==> config.mk <==
export PLATFORM = sky130hd
export DESIGN_NAME = dcp_channel
export DESIGN_NICKNAME = d
export VERILOG_FILES = /design/src/rtl/dcp_pkg.sv /design/src/rtl/dcp_stream_if.sv /design/src/rtl/dcp_channel.sv /design/src/rtl/dcp_fifo.sv /design/src/rtl/dcp_ptr.sv
export VERILOG_INCLUDE_DIRS = /design/src /design/src/rtl
export SDC_FILE = /design/constraint.sdc
export NUM_CORES = 1
export LEC_CHECK = 0
export BUFFER_PORTS_ARGS = -buffer_cell sky130_fd_sc_hd__buf_2
export CORE_MARGIN = 3
export CORE_UTILIZATION = 30
export CTS_CLUSTER_DIAMETER = 60
export DETAILED_ROUTE_END_ITERATION = 16
export GPL_TIMING_DRIVEN = 0
export PLACE_DENSITY = 0.48
export SLEW_MARGIN = 20
export SYNTH_ARGS = -nofsm -noshare
export SYNTH_HDL_FRONTEND = slang
export SYNTH_HIERARCHICAL = 1
export SYNTH_SLANG_ARGS = --single-unit
==> constraint.sdc <==
create_clock -name i_ref_clk -period 6.87 [get_ports i_ref_clk]
set_input_delay 1.374 -clock i_ref_clk [delete_from_list [all_inputs] [get_ports i_ref_clk]]
set_output_delay 1.374 -clock i_ref_clk [all_outputs]
set_load 0.02 [all_outputs]
==> src/rtl/dcp_regs.svh <==
// register offsets, field positions and reset values of the dma channel size and pointer block
`ifndef DCP_REGS_SVH
`define DCP_REGS_SVH

// register byte offsets on the plain register port
`define DCP_ADDR_DST_SIZE 8'h00
`define DCP_ADDR_SRC_PTR 8'h04
`define DCP_ADDR_DST_PTR 8'h08
`define DCP_ADDR_CELL_SIZE 8'h0C
`define DCP_ADDR_CELL_PTR 8'h10
`define DCP_ADDR_SRC_SIZE 8'h14
`define DCP_ADDR_CTRL 8'h18
`define DCP_ADDR_FLAGS 8'h1C

// field layout shared by all size and pointer registers
`define DCP_FIELD_MSB 15
`define DCP_FIELD_LSB 0
`define DCP_UPPER_ZERO 16'h0000

// reset values
`define DCP_SIZE_RST 16'h0000
`define DCP_PTR_RST 17'h0_0000
`define DCP_ZERO_WORD 32'h0000_0000

// control bits
`define DCP_CTRL_EN 0
`define DCP_CTRL_PAT 1

// flag bits, write one to clear
`define DCP_FLAG_CELL 0
`define DCP_FLAG_BLOCK 1
`define DCP_FLAG_DDONE 2
`define DCP_FLAG_DHALF 3

`endif

==> src/rtl/dcp_pkg.sv <==
// types and size decoding for the dma channel size and pointer block
package dcp_pkg;

	// one bus beat: data and the number of valid bytes, 1 to 4
	typedef struct packed {
		logic [31:0] data;
		logic [2:0] bytes;
	} dcp_beat_t;

	// byte counts reach 65,536, so they need 17 bits
	typedef logic [16:0] dcp_count_t;

	// all-zero size field stands for 65,536 bytes
	function automatic dcp_count_t dcp_size_decode(input logic [15:0] field);
		dcp_size_decode = (field == 16'h0000) ? 17'h1_0000 : {1'b0, field};
	endfunction

endpackage

==> src/rtl/dcp_stream_if.sv <==
// valid and ready beat stream between the channel and its fifo
`timescale 1ns/10ps
`default_nettype none

interface dcp_stream_if;
	import dcp_pkg::*;
	logic valid;
	logic ready;
	dcp_beat_t beat;
	modport src(output valid, output beat, input ready);
	modport snk(input valid, input beat, output ready);
endinterface

`default_nettype wire

==> src/rtl/dcp_channel.sv <==
// dma channel sizing and byte progress tracking with register port and beat fifo
//
// The address-and-strobe port and the placing of the registers are this design's own decisions.
`timescale 1ns/10ps
`default_nettype none
`include "dcp_regs.svh"

// What this block does
// - destination size is 16 bits; zero means 65,536 bytes, else N bytes.
// - destination size in bits 15-0, read and write, reset zero, upper bits read zero.
// - source pointer counts index of next source byte, 0 to 65,535.
// - destination pointer counts index of next destination byte, 0 to 65,535.
// - pointer registers are read-only, bits 15-0, upper zero, reset zero.
// - cell size is 16 bits of bytes per trigger; zero means 65,536.
// - cell size in bits 15-0, read and write, reset zero, upper bits zero.
// - cell counter shows bytes moved since the latest trigger event.
// - in pattern mode a match clears source pointer and cell counter.
// - cell-complete flag sets when cell count reaches cell size.
// - block-complete flag sets when larger size is moved or on a match in pattern mode.
// - destination-done at full size, destination-half at half size.
// - source size is 16 bits; zero means 65,536 bytes.
module dcp_channel import dcp_pkg::*; #(
	parameter int DEPTH = 16
) (
	input wire logic i_ref_clk,
	input wire logic i_rst_n,
	input wire logic [7:0] i_addr,
	input wire logic [31:0] i_wdata,
	input wire logic i_wr,
	input wire logic i_rd,
	output var logic [31:0] o_rdata,
	input wire logic i_src_valid,
	input wire logic [31:0] i_src_data,
	input wire logic [2:0] i_src_bytes,
	output logic o_src_ready,
	output var logic o_dst_valid,
	output var logic [31:0] o_dst_data,
	output var logic [2:0] o_dst_bytes,
	input wire logic i_dst_ready,
	input wire logic i_cell_trigger,
	input wire logic i_pattern_match,
	output var logic [3:0] o_flags
);
	logic [15:0] dst_size_reg;
	logic [15:0] src_size_reg;
	logic [15:0] cell_size_reg;
	logic en_reg;
	logic pat_mode_reg;
	logic [31:0] rdata_next;
	logic [3:0] flag_set;
	logic [3:0] flag_clr;
	dcp_count_t src_lim;
	dcp_count_t dst_lim;
	dcp_count_t cell_lim;
	dcp_count_t src_ptr;
	dcp_count_t dst_ptr;
	dcp_count_t cell_ptr;
	dcp_count_t src_sum;
	dcp_count_t dst_sum;
	dcp_count_t cell_sum;
	logic src_reach;
	logic dst_reach;
	logic dst_half;
	logic cell_reach;
	logic push;
	logic pop;
	logic dst_take;
	logic pat_hit;
	logic cell_clr;

	dcp_stream_if in_if ();
	dcp_stream_if out_if ();

	// source side feeds the fifo; ready comes straight from the fifo flop
	assign in_if.valid = i_src_valid;
	assign in_if.beat = '{data: i_src_data, bytes: i_src_bytes};
	assign o_src_ready = in_if.ready;
	// disabled channel keeps filling until the fifo pushes back on the source
	assign out_if.ready = en_reg & (!o_dst_valid | i_dst_ready);

	dcp_fifo #(
		.WIDTH($bits(dcp_beat_t)),
		.DEPTH(DEPTH)
	) u_fifo (
		.i_ref_clk(i_ref_clk),
		.i_rst_n(i_rst_n),
		.wr(in_if.snk),
		.rd(out_if.src)
	);

	// handshakes and size decoding
	assign push = i_src_valid & in_if.ready;
	assign pop = out_if.valid & out_if.ready;
	assign dst_take = o_dst_valid & i_dst_ready;
	assign pat_hit = pat_mode_reg & i_pattern_match;
	assign cell_clr = pat_hit | i_cell_trigger;
	assign src_lim = dcp_size_decode(src_size_reg);
	assign dst_lim = dcp_size_decode(dst_size_reg);
	assign cell_lim = dcp_size_decode(cell_size_reg);
	assign src_sum = src_ptr + dcp_count_t'(i_src_bytes);
	assign dst_sum = dst_ptr + dcp_count_t'(o_dst_bytes);
	assign cell_sum = cell_ptr + dcp_count_t'(o_dst_bytes);

	// source pointer counts bytes taken in, cleared by a pattern match
	dcp_ptr #(
		.WRAP(1'b1)
	) u_src_ptr (
		.i_ref_clk(i_ref_clk),
		.i_rst_n(i_rst_n),
		.i_clr(pat_hit),
		.i_add(push),
		.i_bytes(i_src_bytes),
		.i_limit(src_lim),
		.o_ptr(src_ptr),
		.o_reach(src_reach),
		.o_half()
	);

	// destination pointer counts bytes handed out
	dcp_ptr #(
		.WRAP(1'b1)
	) u_dst_ptr (
		.i_ref_clk(i_ref_clk),
		.i_rst_n(i_rst_n),
		.i_clr(1'b0),
		.i_add(dst_take),
		.i_bytes(o_dst_bytes),
		.i_limit(dst_lim),
		.o_ptr(dst_ptr),
		.o_reach(dst_reach),
		.o_half(dst_half)
	);

	// cell counter holds at the cell size until the next trigger or pattern-mode match
	dcp_ptr #(
		.WRAP(1'b0)
	) u_cell_ptr (
		.i_ref_clk(i_ref_clk),
		.i_rst_n(i_rst_n),
		.i_clr(cell_clr),
		.i_add(dst_take),
		.i_bytes(o_dst_bytes),
		.i_limit(cell_lim),
		.o_ptr(cell_ptr),
		.o_reach(cell_reach),
		.o_half()
	);

	// writable size and control registers; pointers have no write path
	always_ff @(posedge i_ref_clk) begin
		if (!i_rst_n) begin
			dst_size_reg <= `DCP_SIZE_RST;
			src_size_reg <= `DCP_SIZE_RST;
			cell_size_reg <= `DCP_SIZE_RST;
			en_reg <= 1'b0;
			pat_mode_reg <= 1'b0;
		end else if (i_wr) begin
			case (i_addr)
				`DCP_ADDR_DST_SIZE: begin
					dst_size_reg <= i_wdata[`DCP_FIELD_MSB:`DCP_FIELD_LSB];
				end
				`DCP_ADDR_SRC_SIZE: begin
					src_size_reg <= i_wdata[`DCP_FIELD_MSB:`DCP_FIELD_LSB];
				end
				`DCP_ADDR_CELL_SIZE: begin
					cell_size_reg <= i_wdata[`DCP_FIELD_MSB:`DCP_FIELD_LSB];
				end
				`DCP_ADDR_CTRL: begin
					en_reg <= i_wdata[`DCP_CTRL_EN];
					pat_mode_reg <= i_wdata[`DCP_CTRL_PAT];
				end
				default: begin
				end
			endcase
		end
	end

	// flag events; the larger size decides block end, equal sizes count on destination
	always_comb begin
		flag_set = 4'h0;
		flag_set[`DCP_FLAG_CELL] = cell_reach;
		flag_set[`DCP_FLAG_BLOCK] = ((dst_lim >= src_lim) ? dst_reach : src_reach) | pat_hit;
		flag_set[`DCP_FLAG_DDONE] = dst_reach;
		flag_set[`DCP_FLAG_DHALF] = dst_half;
		flag_clr = (i_wr && i_addr == `DCP_ADDR_FLAGS) ? i_wdata[3:0] : 4'h0;
	end

	// sticky flags, write one to clear; a new event wins over the clear
	always_ff @(posedge i_ref_clk) begin
		if (!i_rst_n) begin
			o_flags <= 4'h0;
		end else begin
			o_flags <= (o_flags & ~flag_clr) | flag_set;
		end
	end

	// read mux; the top half always reads zero
	always_comb begin
		rdata_next = `DCP_ZERO_WORD;
		case (i_addr)
			`DCP_ADDR_DST_SIZE: rdata_next = {`DCP_UPPER_ZERO, dst_size_reg};
			`DCP_ADDR_SRC_PTR: rdata_next = {`DCP_UPPER_ZERO, src_ptr[15:0]};
			`DCP_ADDR_DST_PTR: rdata_next = {`DCP_UPPER_ZERO, dst_ptr[15:0]};
			`DCP_ADDR_CELL_SIZE: rdata_next = {`DCP_UPPER_ZERO, cell_size_reg};
			`DCP_ADDR_CELL_PTR: rdata_next = {`DCP_UPPER_ZERO, cell_ptr[15:0]};
			`DCP_ADDR_SRC_SIZE: rdata_next = {`DCP_UPPER_ZERO, src_size_reg};
			`DCP_ADDR_CTRL: rdata_next = {30'h0000_0000, pat_mode_reg, en_reg};
			`DCP_ADDR_FLAGS: rdata_next = {28'h000_0000, o_flags};
			default: rdata_next = `DCP_ZERO_WORD;
		endcase
	end

	// read data stands only in the cycle after the strobe
	always_ff @(posedge i_ref_clk) begin
		if (!i_rst_n) begin
			o_rdata <= `DCP_ZERO_WORD;
		end else begin
			o_rdata <= i_rd ? rdata_next : `DCP_ZERO_WORD;
		end
	end

	// output stage keeps the destination ports on flops
	always_ff @(posedge i_ref_clk) begin
		if (!i_rst_n) begin
			o_dst_valid <= 1'b0;
			o_dst_data <= `DCP_ZERO_WORD;
			o_dst_bytes <= 3'h0;
		end else if (pop) begin
			o_dst_valid <= 1'b1;
			o_dst_data <= out_if.beat.data;
			o_dst_bytes <= out_if.beat.bytes;
		end else if (i_dst_ready) begin
			o_dst_valid <= 1'b0;
		end
	end
endmodule

`default_nettype wire

==> src/rtl/dcp_fifo.sv <==
// beat fifo with registered full and empty, sits between source and destination sides
`timescale 1ns/10ps
`default_nettype none

module dcp_fifo import dcp_pkg::*; #(
	parameter int WIDTH = $bits(dcp_beat_t),
	parameter int DEPTH = 16
) (
	input wire logic i_ref_clk,
	input wire logic i_rst_n,
	dcp_stream_if.snk wr,
	dcp_stream_if.src rd
);
	localparam int AW = $clog2(DEPTH);

	logic [WIDTH-1:0] mem [DEPTH];
	logic [AW-1:0] wr_ptr_reg;
	logic [AW-1:0] rd_ptr_reg;
	logic [AW:0] count_reg;
	logic [AW:0] count_next;
	logic ready_reg;
	logic valid_reg;
	logic push;
	logic pop;

	// ready and valid are flops so the ports see no combinational path
	assign wr.ready = ready_reg;
	assign rd.valid = valid_reg;
	assign rd.beat = dcp_beat_t'(mem[rd_ptr_reg]);
	assign push = wr.valid & ready_reg;
	assign pop = rd.ready & valid_reg;
	assign count_next = count_reg + (AW+1)'(push) - (AW+1)'(pop);

	// storage, no reset needed on the data words
	always_ff @(posedge i_ref_clk) begin
		if (push) begin
			mem[wr_ptr_reg] <= WIDTH'(wr.beat);
		end
	end

	// pointers and fill level
	always_ff @(posedge i_ref_clk) begin
		if (!i_rst_n) begin
			wr_ptr_reg <= '0;
			rd_ptr_reg <= '0;
			count_reg <= '0;
			ready_reg <= 1'b0;
			valid_reg <= 1'b0;
		end else begin
			if (push) begin
				wr_ptr_reg <= AW'(wr_ptr_reg + 1'b1);
			end
			if (pop) begin
				rd_ptr_reg <= AW'(rd_ptr_reg + 1'b1);
			end
			count_reg <= count_next;
			ready_reg <= count_next < (AW+1)'(DEPTH);
			valid_reg <= count_next != '0;
		end
	end
endmodule

`default_nettype wire

==> src/rtl/dcp_ptr.sv <==
// byte progress counter with wrap or hold at its limit
`timescale 1ns/10ps
`default_nettype none

module dcp_ptr import dcp_pkg::*; #(
	parameter bit WRAP = 1'b1
) (
	input wire logic i_ref_clk,
	input wire logic i_rst_n,
	input wire logic i_clr,
	input wire logic i_add,
	input wire logic [2:0] i_bytes,
	input wire dcp_count_t i_limit,
	output var dcp_count_t o_ptr,
	output var logic o_reach,
	output var logic o_half
);
	dcp_count_t sum;
	dcp_count_t half_lim;
	logic reach;
	logic half;

	// beats of up to four bytes may step over the exact midpoint, so test the crossing
	assign sum = o_ptr + dcp_count_t'(i_bytes);
	assign half_lim = i_limit >> 1;
	assign reach = i_add && (sum >= i_limit);
	assign half = i_add && (o_ptr < half_lim) && (sum >= half_lim);

	// clear beats a simultaneous beat: a matched pattern restarts counting
	always_ff @(posedge i_ref_clk) begin
		if (!i_rst_n) begin
			o_ptr <= `DCP_PTR_RST;
			o_reach <= 1'b0;
			o_half <= 1'b0;
		end else begin
			if (i_clr) begin
				o_ptr <= `DCP_PTR_RST;
			end else if (reach) begin
				o_ptr <= WRAP ? `DCP_PTR_RST : i_limit;
			end else if (i_add) begin
				o_ptr <= sum;
			end
			o_reach <= reach && !i_clr;
			o_half <= half && !i_clr;
		end
	end

endmodule

`default_nettype wire

==> results.md, run 1 <==
- Crit path from: i_src_bytes[0]
- Largest register by flop count: u_fifo/mem
- Critical path type: input port to register
- Biggest regs: u_fifo/mem (560), o_dst_data (32)
- Layout cells sized above 1: 21.0%
- Clk_skew: 0.0344 ns
- Final ANT Viol Nets: 0
- Reg2reg end: u_cell_ptr/o_ptr[3]
- Postcts setup bufs: 0
- Cells after synthesis: 2376
- Maximum VDD drop: 0.000197 V
- CP endpoint kind: register
- Design Power: 9.88 mW
- Post-cts resize count: 0
- Vias in the first global route: 22100
- Width of the die: 338 µm
- Hold_sp: o_dst_data[2]
- Number of flip-flops in the largest register: 560
- Initial antenna violation count: 11
- Arr. time, crit path: 5.44 ns
- Worst setup SP type: input port
- Vias: 21500
- Initial Utilization: 30.5%
- Cts hold-fix bufs: 0
- GPL Wtd Cong: 0.917
- Vias per cell: 5.20
- F_max: 0.205 GHz
- CP bufs+invs: 3
- Synthesized area per cell: 13.9 µm²
- CTS buffer count: 85
- Worst-path clk slew: 0.06 ns
- Hold Path Class: register to register
- Finish-stage setup viols: 0
- CP Data Required Time: 7.43 ns
- Layout area overhead: 18.7%
- Crit path max fanout: 17
- Min cycle time layout: 4.88 ns
- Leak: 13.1 nW
- Max-slew violations: 0
- Flop-to-flop setup slack: 2.44 ns
- Worst-skew pair later-pin latency: 0.66 ns
- YS warnings: 6
- Die Ht: 338 µm
- Clock Path Buffers: 3
- Critical path's slowest cell: a31oi_1
- Htree depth: 3
- Hold endpoint: o_dst_data[2]
- Setup_tns: 0 ns
- Cell depth of the worst setup path: 15
- Pwr Density: 252 nW/µm²
- Area of the core: 108000 µm²
- Crit-path leading delay family: compound AO/OA/AOI/OAI gates
- Root Buffer: clkbuf_16
- Final net count: 2855
- Clock sinks: 740
- Tot GR Track Use: 17.1%
- Std-Cell Rows: 120
- Wire per inst: 23.7 µm
- # IOs: 156
- CTS tree: built
- Final Cycle Share: 71.1%
- Slew HR: 32.6%
- WHS Path Cells: 2
- Full die area: 114000 µm²
- Reg2reg path depth: 16
- PortBufs: 123
- Final hold vios: 0
- DR DRC count: 0
- Gr ovfl total: 0
- Initial DRC Count: 1888
- Max stage delay on crit path: 0.58 ns
- Setup ws final: 1.99 ns
- Global-route wire length before repair: 145 mm
- CP cell instances: buf_2 -> ha_1 -> inv_1 -> fa_1 -> nor2b_1 -> o2111ai_4 -> nor3_4 -> xor2_2 -> ha_1 -> a21oi_1 -> o21ai_0 -> a31oi_1 -> clkbuf_1 -> nand4_1 -> a21oi_1
- DR pass1 iterations: 6
- Pre-CTS setup slack: 1.35 ns
- Status: finished, final reports clean
- RSZ-0062 raised after global routing: no
- Worst r2r src: o_dst_bytes[0]
- Largest net degree at the start of global routing: 20
- Worst Max-Slew Pin Slew: 1.01 ns
- Total wire length: 98.0 mm
- Max-Cap Viols: 0
- Mapped Area: 33000 µm²
- Post-DP HPWL: 70.2 mm
how the worst max path moves through the flow:
| stage | end |
|---|---|
| after floorplan | u_fifo/mem[3][0] |
| after global placement | u_fifo/mem[3][12] |
| after detailed placement | u_src_ptr/o_ptr[5] |
| after CTS | u_src_ptr/o_ptr[0] |
| after global routing | u_src_ptr/o_ptr[14] |
| final | u_src_ptr/o_ptr[0] |
cell usage in the layout, fill, tap and decap left out, types with 11 or more instances in the layout:
cell         n
xor2_1      13
nand2_1    274
nor2_1      47
mux4_2     140
nor2b_1     15
and3_1      21
clkbuf_1   126
nand3_1     28
clkbuf_16   86
o211ai_1    21
buf_2      150
and2_1      14
nand3b_1    11
a31oi_1     21
dfxtp_1    180
a21oi_1    165
mux2i_1     11
nand4_1     62
conb_1      18
edfxtp_1   560
nor2_4      13
a21o_1      11
clkinv_2    13
ha_1       117
buf_4       44
buf_16      20
a22oi_1     87
xnor2_1     38
buf_1       11
o21ai_0     25
inv_1       94
nor4_1      19
clkinv_1    19
buf_6       20
nor3_1      18
nand2b_1    35
through the flow:
stage	instance area, µm²	cells	util [%]	hold slack [ns]
2_1_floorplan	33000	2393	-	0.413
3_5_place_dp	36400	3967	33.6	0.434
6_report	39100	4133	36.2	0.457
5_1_grt	39100	4127	36.2	0.472
3_3_place_gp	35400	3919	32.8	0.429
4_1_cts	39100	4126	36.2	0.459
worst reg2reg max path, stage by stage, from the launching register on:
cell,delay [ns]
dfxtp_1,0.58
ha_1,0.26
inv_1,0.06
fa_1,0.41
nor2b_1,0.22
o211ai_1,0.21
nor2_2,0.21
nand2_1,0.10
xnor2_1,0.13
ha_1,0.31
and4_4,0.23
nor4b_4,0.20
a221oi_2,0.14
o21ai_1,0.62
buf_2,0.38
nand4_1,0.15
o211ai_1,0.15
power by group:
part | switching (mW) | internal, mW
Clock | 1.90 | 2.55
Combinational | 0.322 | 0.187
Sequential | 0.0340 | 4.89
Total | 2.25 | 7.62
metal layers:
| metal | track usage [%] | part of all wire (%) | vias to the layer above |
|---|---|---|---|
| li1 | - | - | 9619 |
| met1 | 22.5 | 43 | 10900 |
| met2 | 28.2 | 48 | 733 |
| met3 | 3.47 | 6.4 | 180 |
| met4 | 5.88 | 3.1 | 4 |
| met5 | 0 | 0.027 | - |
cell type report:
type                       count  area, µm²
antenna                        7       17.5
buffer                       188        947
clock buffer                 108       2260
clock inverter                51        500
fill                       10400      69000
inverter                      95        357
multi-input combinational   1370      11400
sequential                   740      20400
tap                         1403       1760
timing repair buffer         171       1460
Note: power is estimated with default switching activity, not from simulation.
==> inputs of run 2 (changes only) <==
Settings changed: PLACE_DENSITY 0.48 to 0.49.
Clock period 6.87 ns to 4 ns, I/O delays scaled along.
==> results.md, run 2 (synthesis gave the netlist of run 1 again) <==
- Vias in the first global route: 21600
- CP Data Required Time: 4.54 ns
- Most frequent cells in the layout: edfxtp_1, nand2_1, dfxtp_1
- Wire per inst: 23.7 µm
- Final Cycle Share: 96.2%
- Layout cells sized above 1: 21.8%
- Final hold vios: 0
- Clock Path Buffers: 3
- Global-route wire length before repair: 142 mm
- Design Area, Final: 39500 µm²
- Std-Cell Rows: 120
- Max-Cap Viols: 0
- Finish-stage setup viols: 0
- Arr. time, crit path: 4.39 ns
- Critical path's slowest cell: dfxtp_4
- Pwr Density: 436 nW/µm²
- Root Buffer: clkbuf_16
- Worst-skew pair later-pin latency: 0.66 ns
- Worst-path clk slew: 0.06 ns
- CP cell instances: ha_2 -> inv_1 -> fa_2 -> nor2b_4 -> o211ai_1 -> nor2_2 -> nand2_1 -> xnor2_1 -> ha_1 -> and4_4 -> nor4b_4 -> a221oi_4 -> o21a_1 -> buf_4 -> mux2_1 -> a31o_1
- Worst Max-Slew Pin Slew: 1.11 ns
- Initial DRC Count: 2140
- RSZ-0062 raised after global routing: yes
- DR DRC count: 0
- Leak: 13.2 nW
- Maximum VDD drop: 0.000333 V
- F_max: 0.260 GHz
- Vias: 21500
- Post-DP HPWL: 69.7 mm
- Crit path max fanout: 7
- Largest net degree at the start of global routing: 19
- CP endpoint kind: register
- Layout area overhead: 19.7%
- Crit-path leading delay family: compound AO/OA/AOI/OAI gates
- Hold Path Class: input port to register
- Final net count: 2854
- Biggest regs: u_fifo/mem (560), o_dst_data (32)
- Area of the core: 108000 µm²
- Final ANT Viol Nets: 0
- Largest register by flop count: u_fifo/mem
- Max-slew violations: 0
- PortBufs: 123
- Status: finished, final reports clean
- Hold slack: 0.427 ns
- Dpl cell area: 36400 µm²
- Tot GR Track Use: 17.0%
- DR pass1 iterations: 5
- Setup_tns: 0 ns
- Clock sinks: 740
- Number of flip-flops in the largest register: 560
- Htree depth: 3
- Max stage delay on crit path: 0.40 ns
- Gr ovfl total: 0
- CTS tree: built
- # IOs: 156
- CTS buffer count: 86
- Initial antenna violation count: 10
- GPL Wtd Cong: 0.914
- Vias per cell: 5.21
- CP bufs+invs: 2
- Flop-to-flop setup slack: 0.15 ns
- Critical path type: register to register
- Slew HR: 26.2%
- Clk_skew: 0.0596 ns
- Initial Utilization: 30.5%
- Cts hold-fix bufs: 0
- Worst setup SP type: register
- Full die area: 114000 µm²
- Most common cell after layout, fill and taps aside: edfxtp_1
- Min cycle time layout: 3.85 ns
- Total wire length: 97.8 mm
- Die Ht: 338 µm
- Width of the die: 338 µm
## run 2: layout make-up
cell class,instances,area [µm²]
Buffer,188,968
Fill cell,10300,68600
Inverter,95,357
Timing Repair Buffer,169,1550
Tap cell,1403,1760
Sequential cell,740,20400
Clock buffer,106,2290
Antenna cell,3,7.51
Multi-Input combinational cell,1370,11500
Clock inverter,54,588
## run 2: tightest hold or removal path, delay by kind of cell
family | cells | cell delay (ns)
buf+inv | 1 | 0.12
simple gates | 1 | 0.05
compound gates | 1 | 0.05
## run 2: final timing paths
kind | endpoint | startpoint | cells past startpoint
max | u_cell_ptr/o_ptr[9] | o_dst_bytes[0] | 16
min | cell_size_reg[8] | i_wdata[8] | 3
max reg2reg | u_cell_ptr/o_ptr[9] | o_dst_bytes[0] | 16
min reg2reg | o_dst_data[21] | o_dst_data[21] | 2
## run 2: metrics by stage
stage,util (%),setup WS (ns),cells,power [mW]
after global placement,32.8,-1.75,3919,9.41
final,36.5,0.151,4128,17.2
after floorplan,-,0.317,2393,9.09
after detailed placement,33.7,-0.930,3955,9.49
after CTS,36.4,0.0123,4119,17.4
after global routing,36.5,-0.0137,4126,17.8
## run 2: repair_timing
| item | 4_1_cts | 5_1_grt |
|---|---|---|
| pin swaps | 3 | 5 |
| resized for setup | 10 | 19 |
| setup endpoints to repair | 36 | 46 |
| setup buffers | 4 | 6 |
## run 2: layer usage
layer	global-route usage, %	share of wire (%)
met5	0	0.058
met4	5.86	3.2
met3	3.42	6.3
met2	27.9	48
met1	22.3	43
## run 2: where the power goes
group          internal (mW)  switching (mW)  leakage [nW]  total (mW)
clock                   4.63            3.24          1.38        7.87
sequential              8.39          0.0624          6.49        8.45
combinational          0.335           0.547          5.34       0.881
total                   13.4            3.85          13.2        17.2
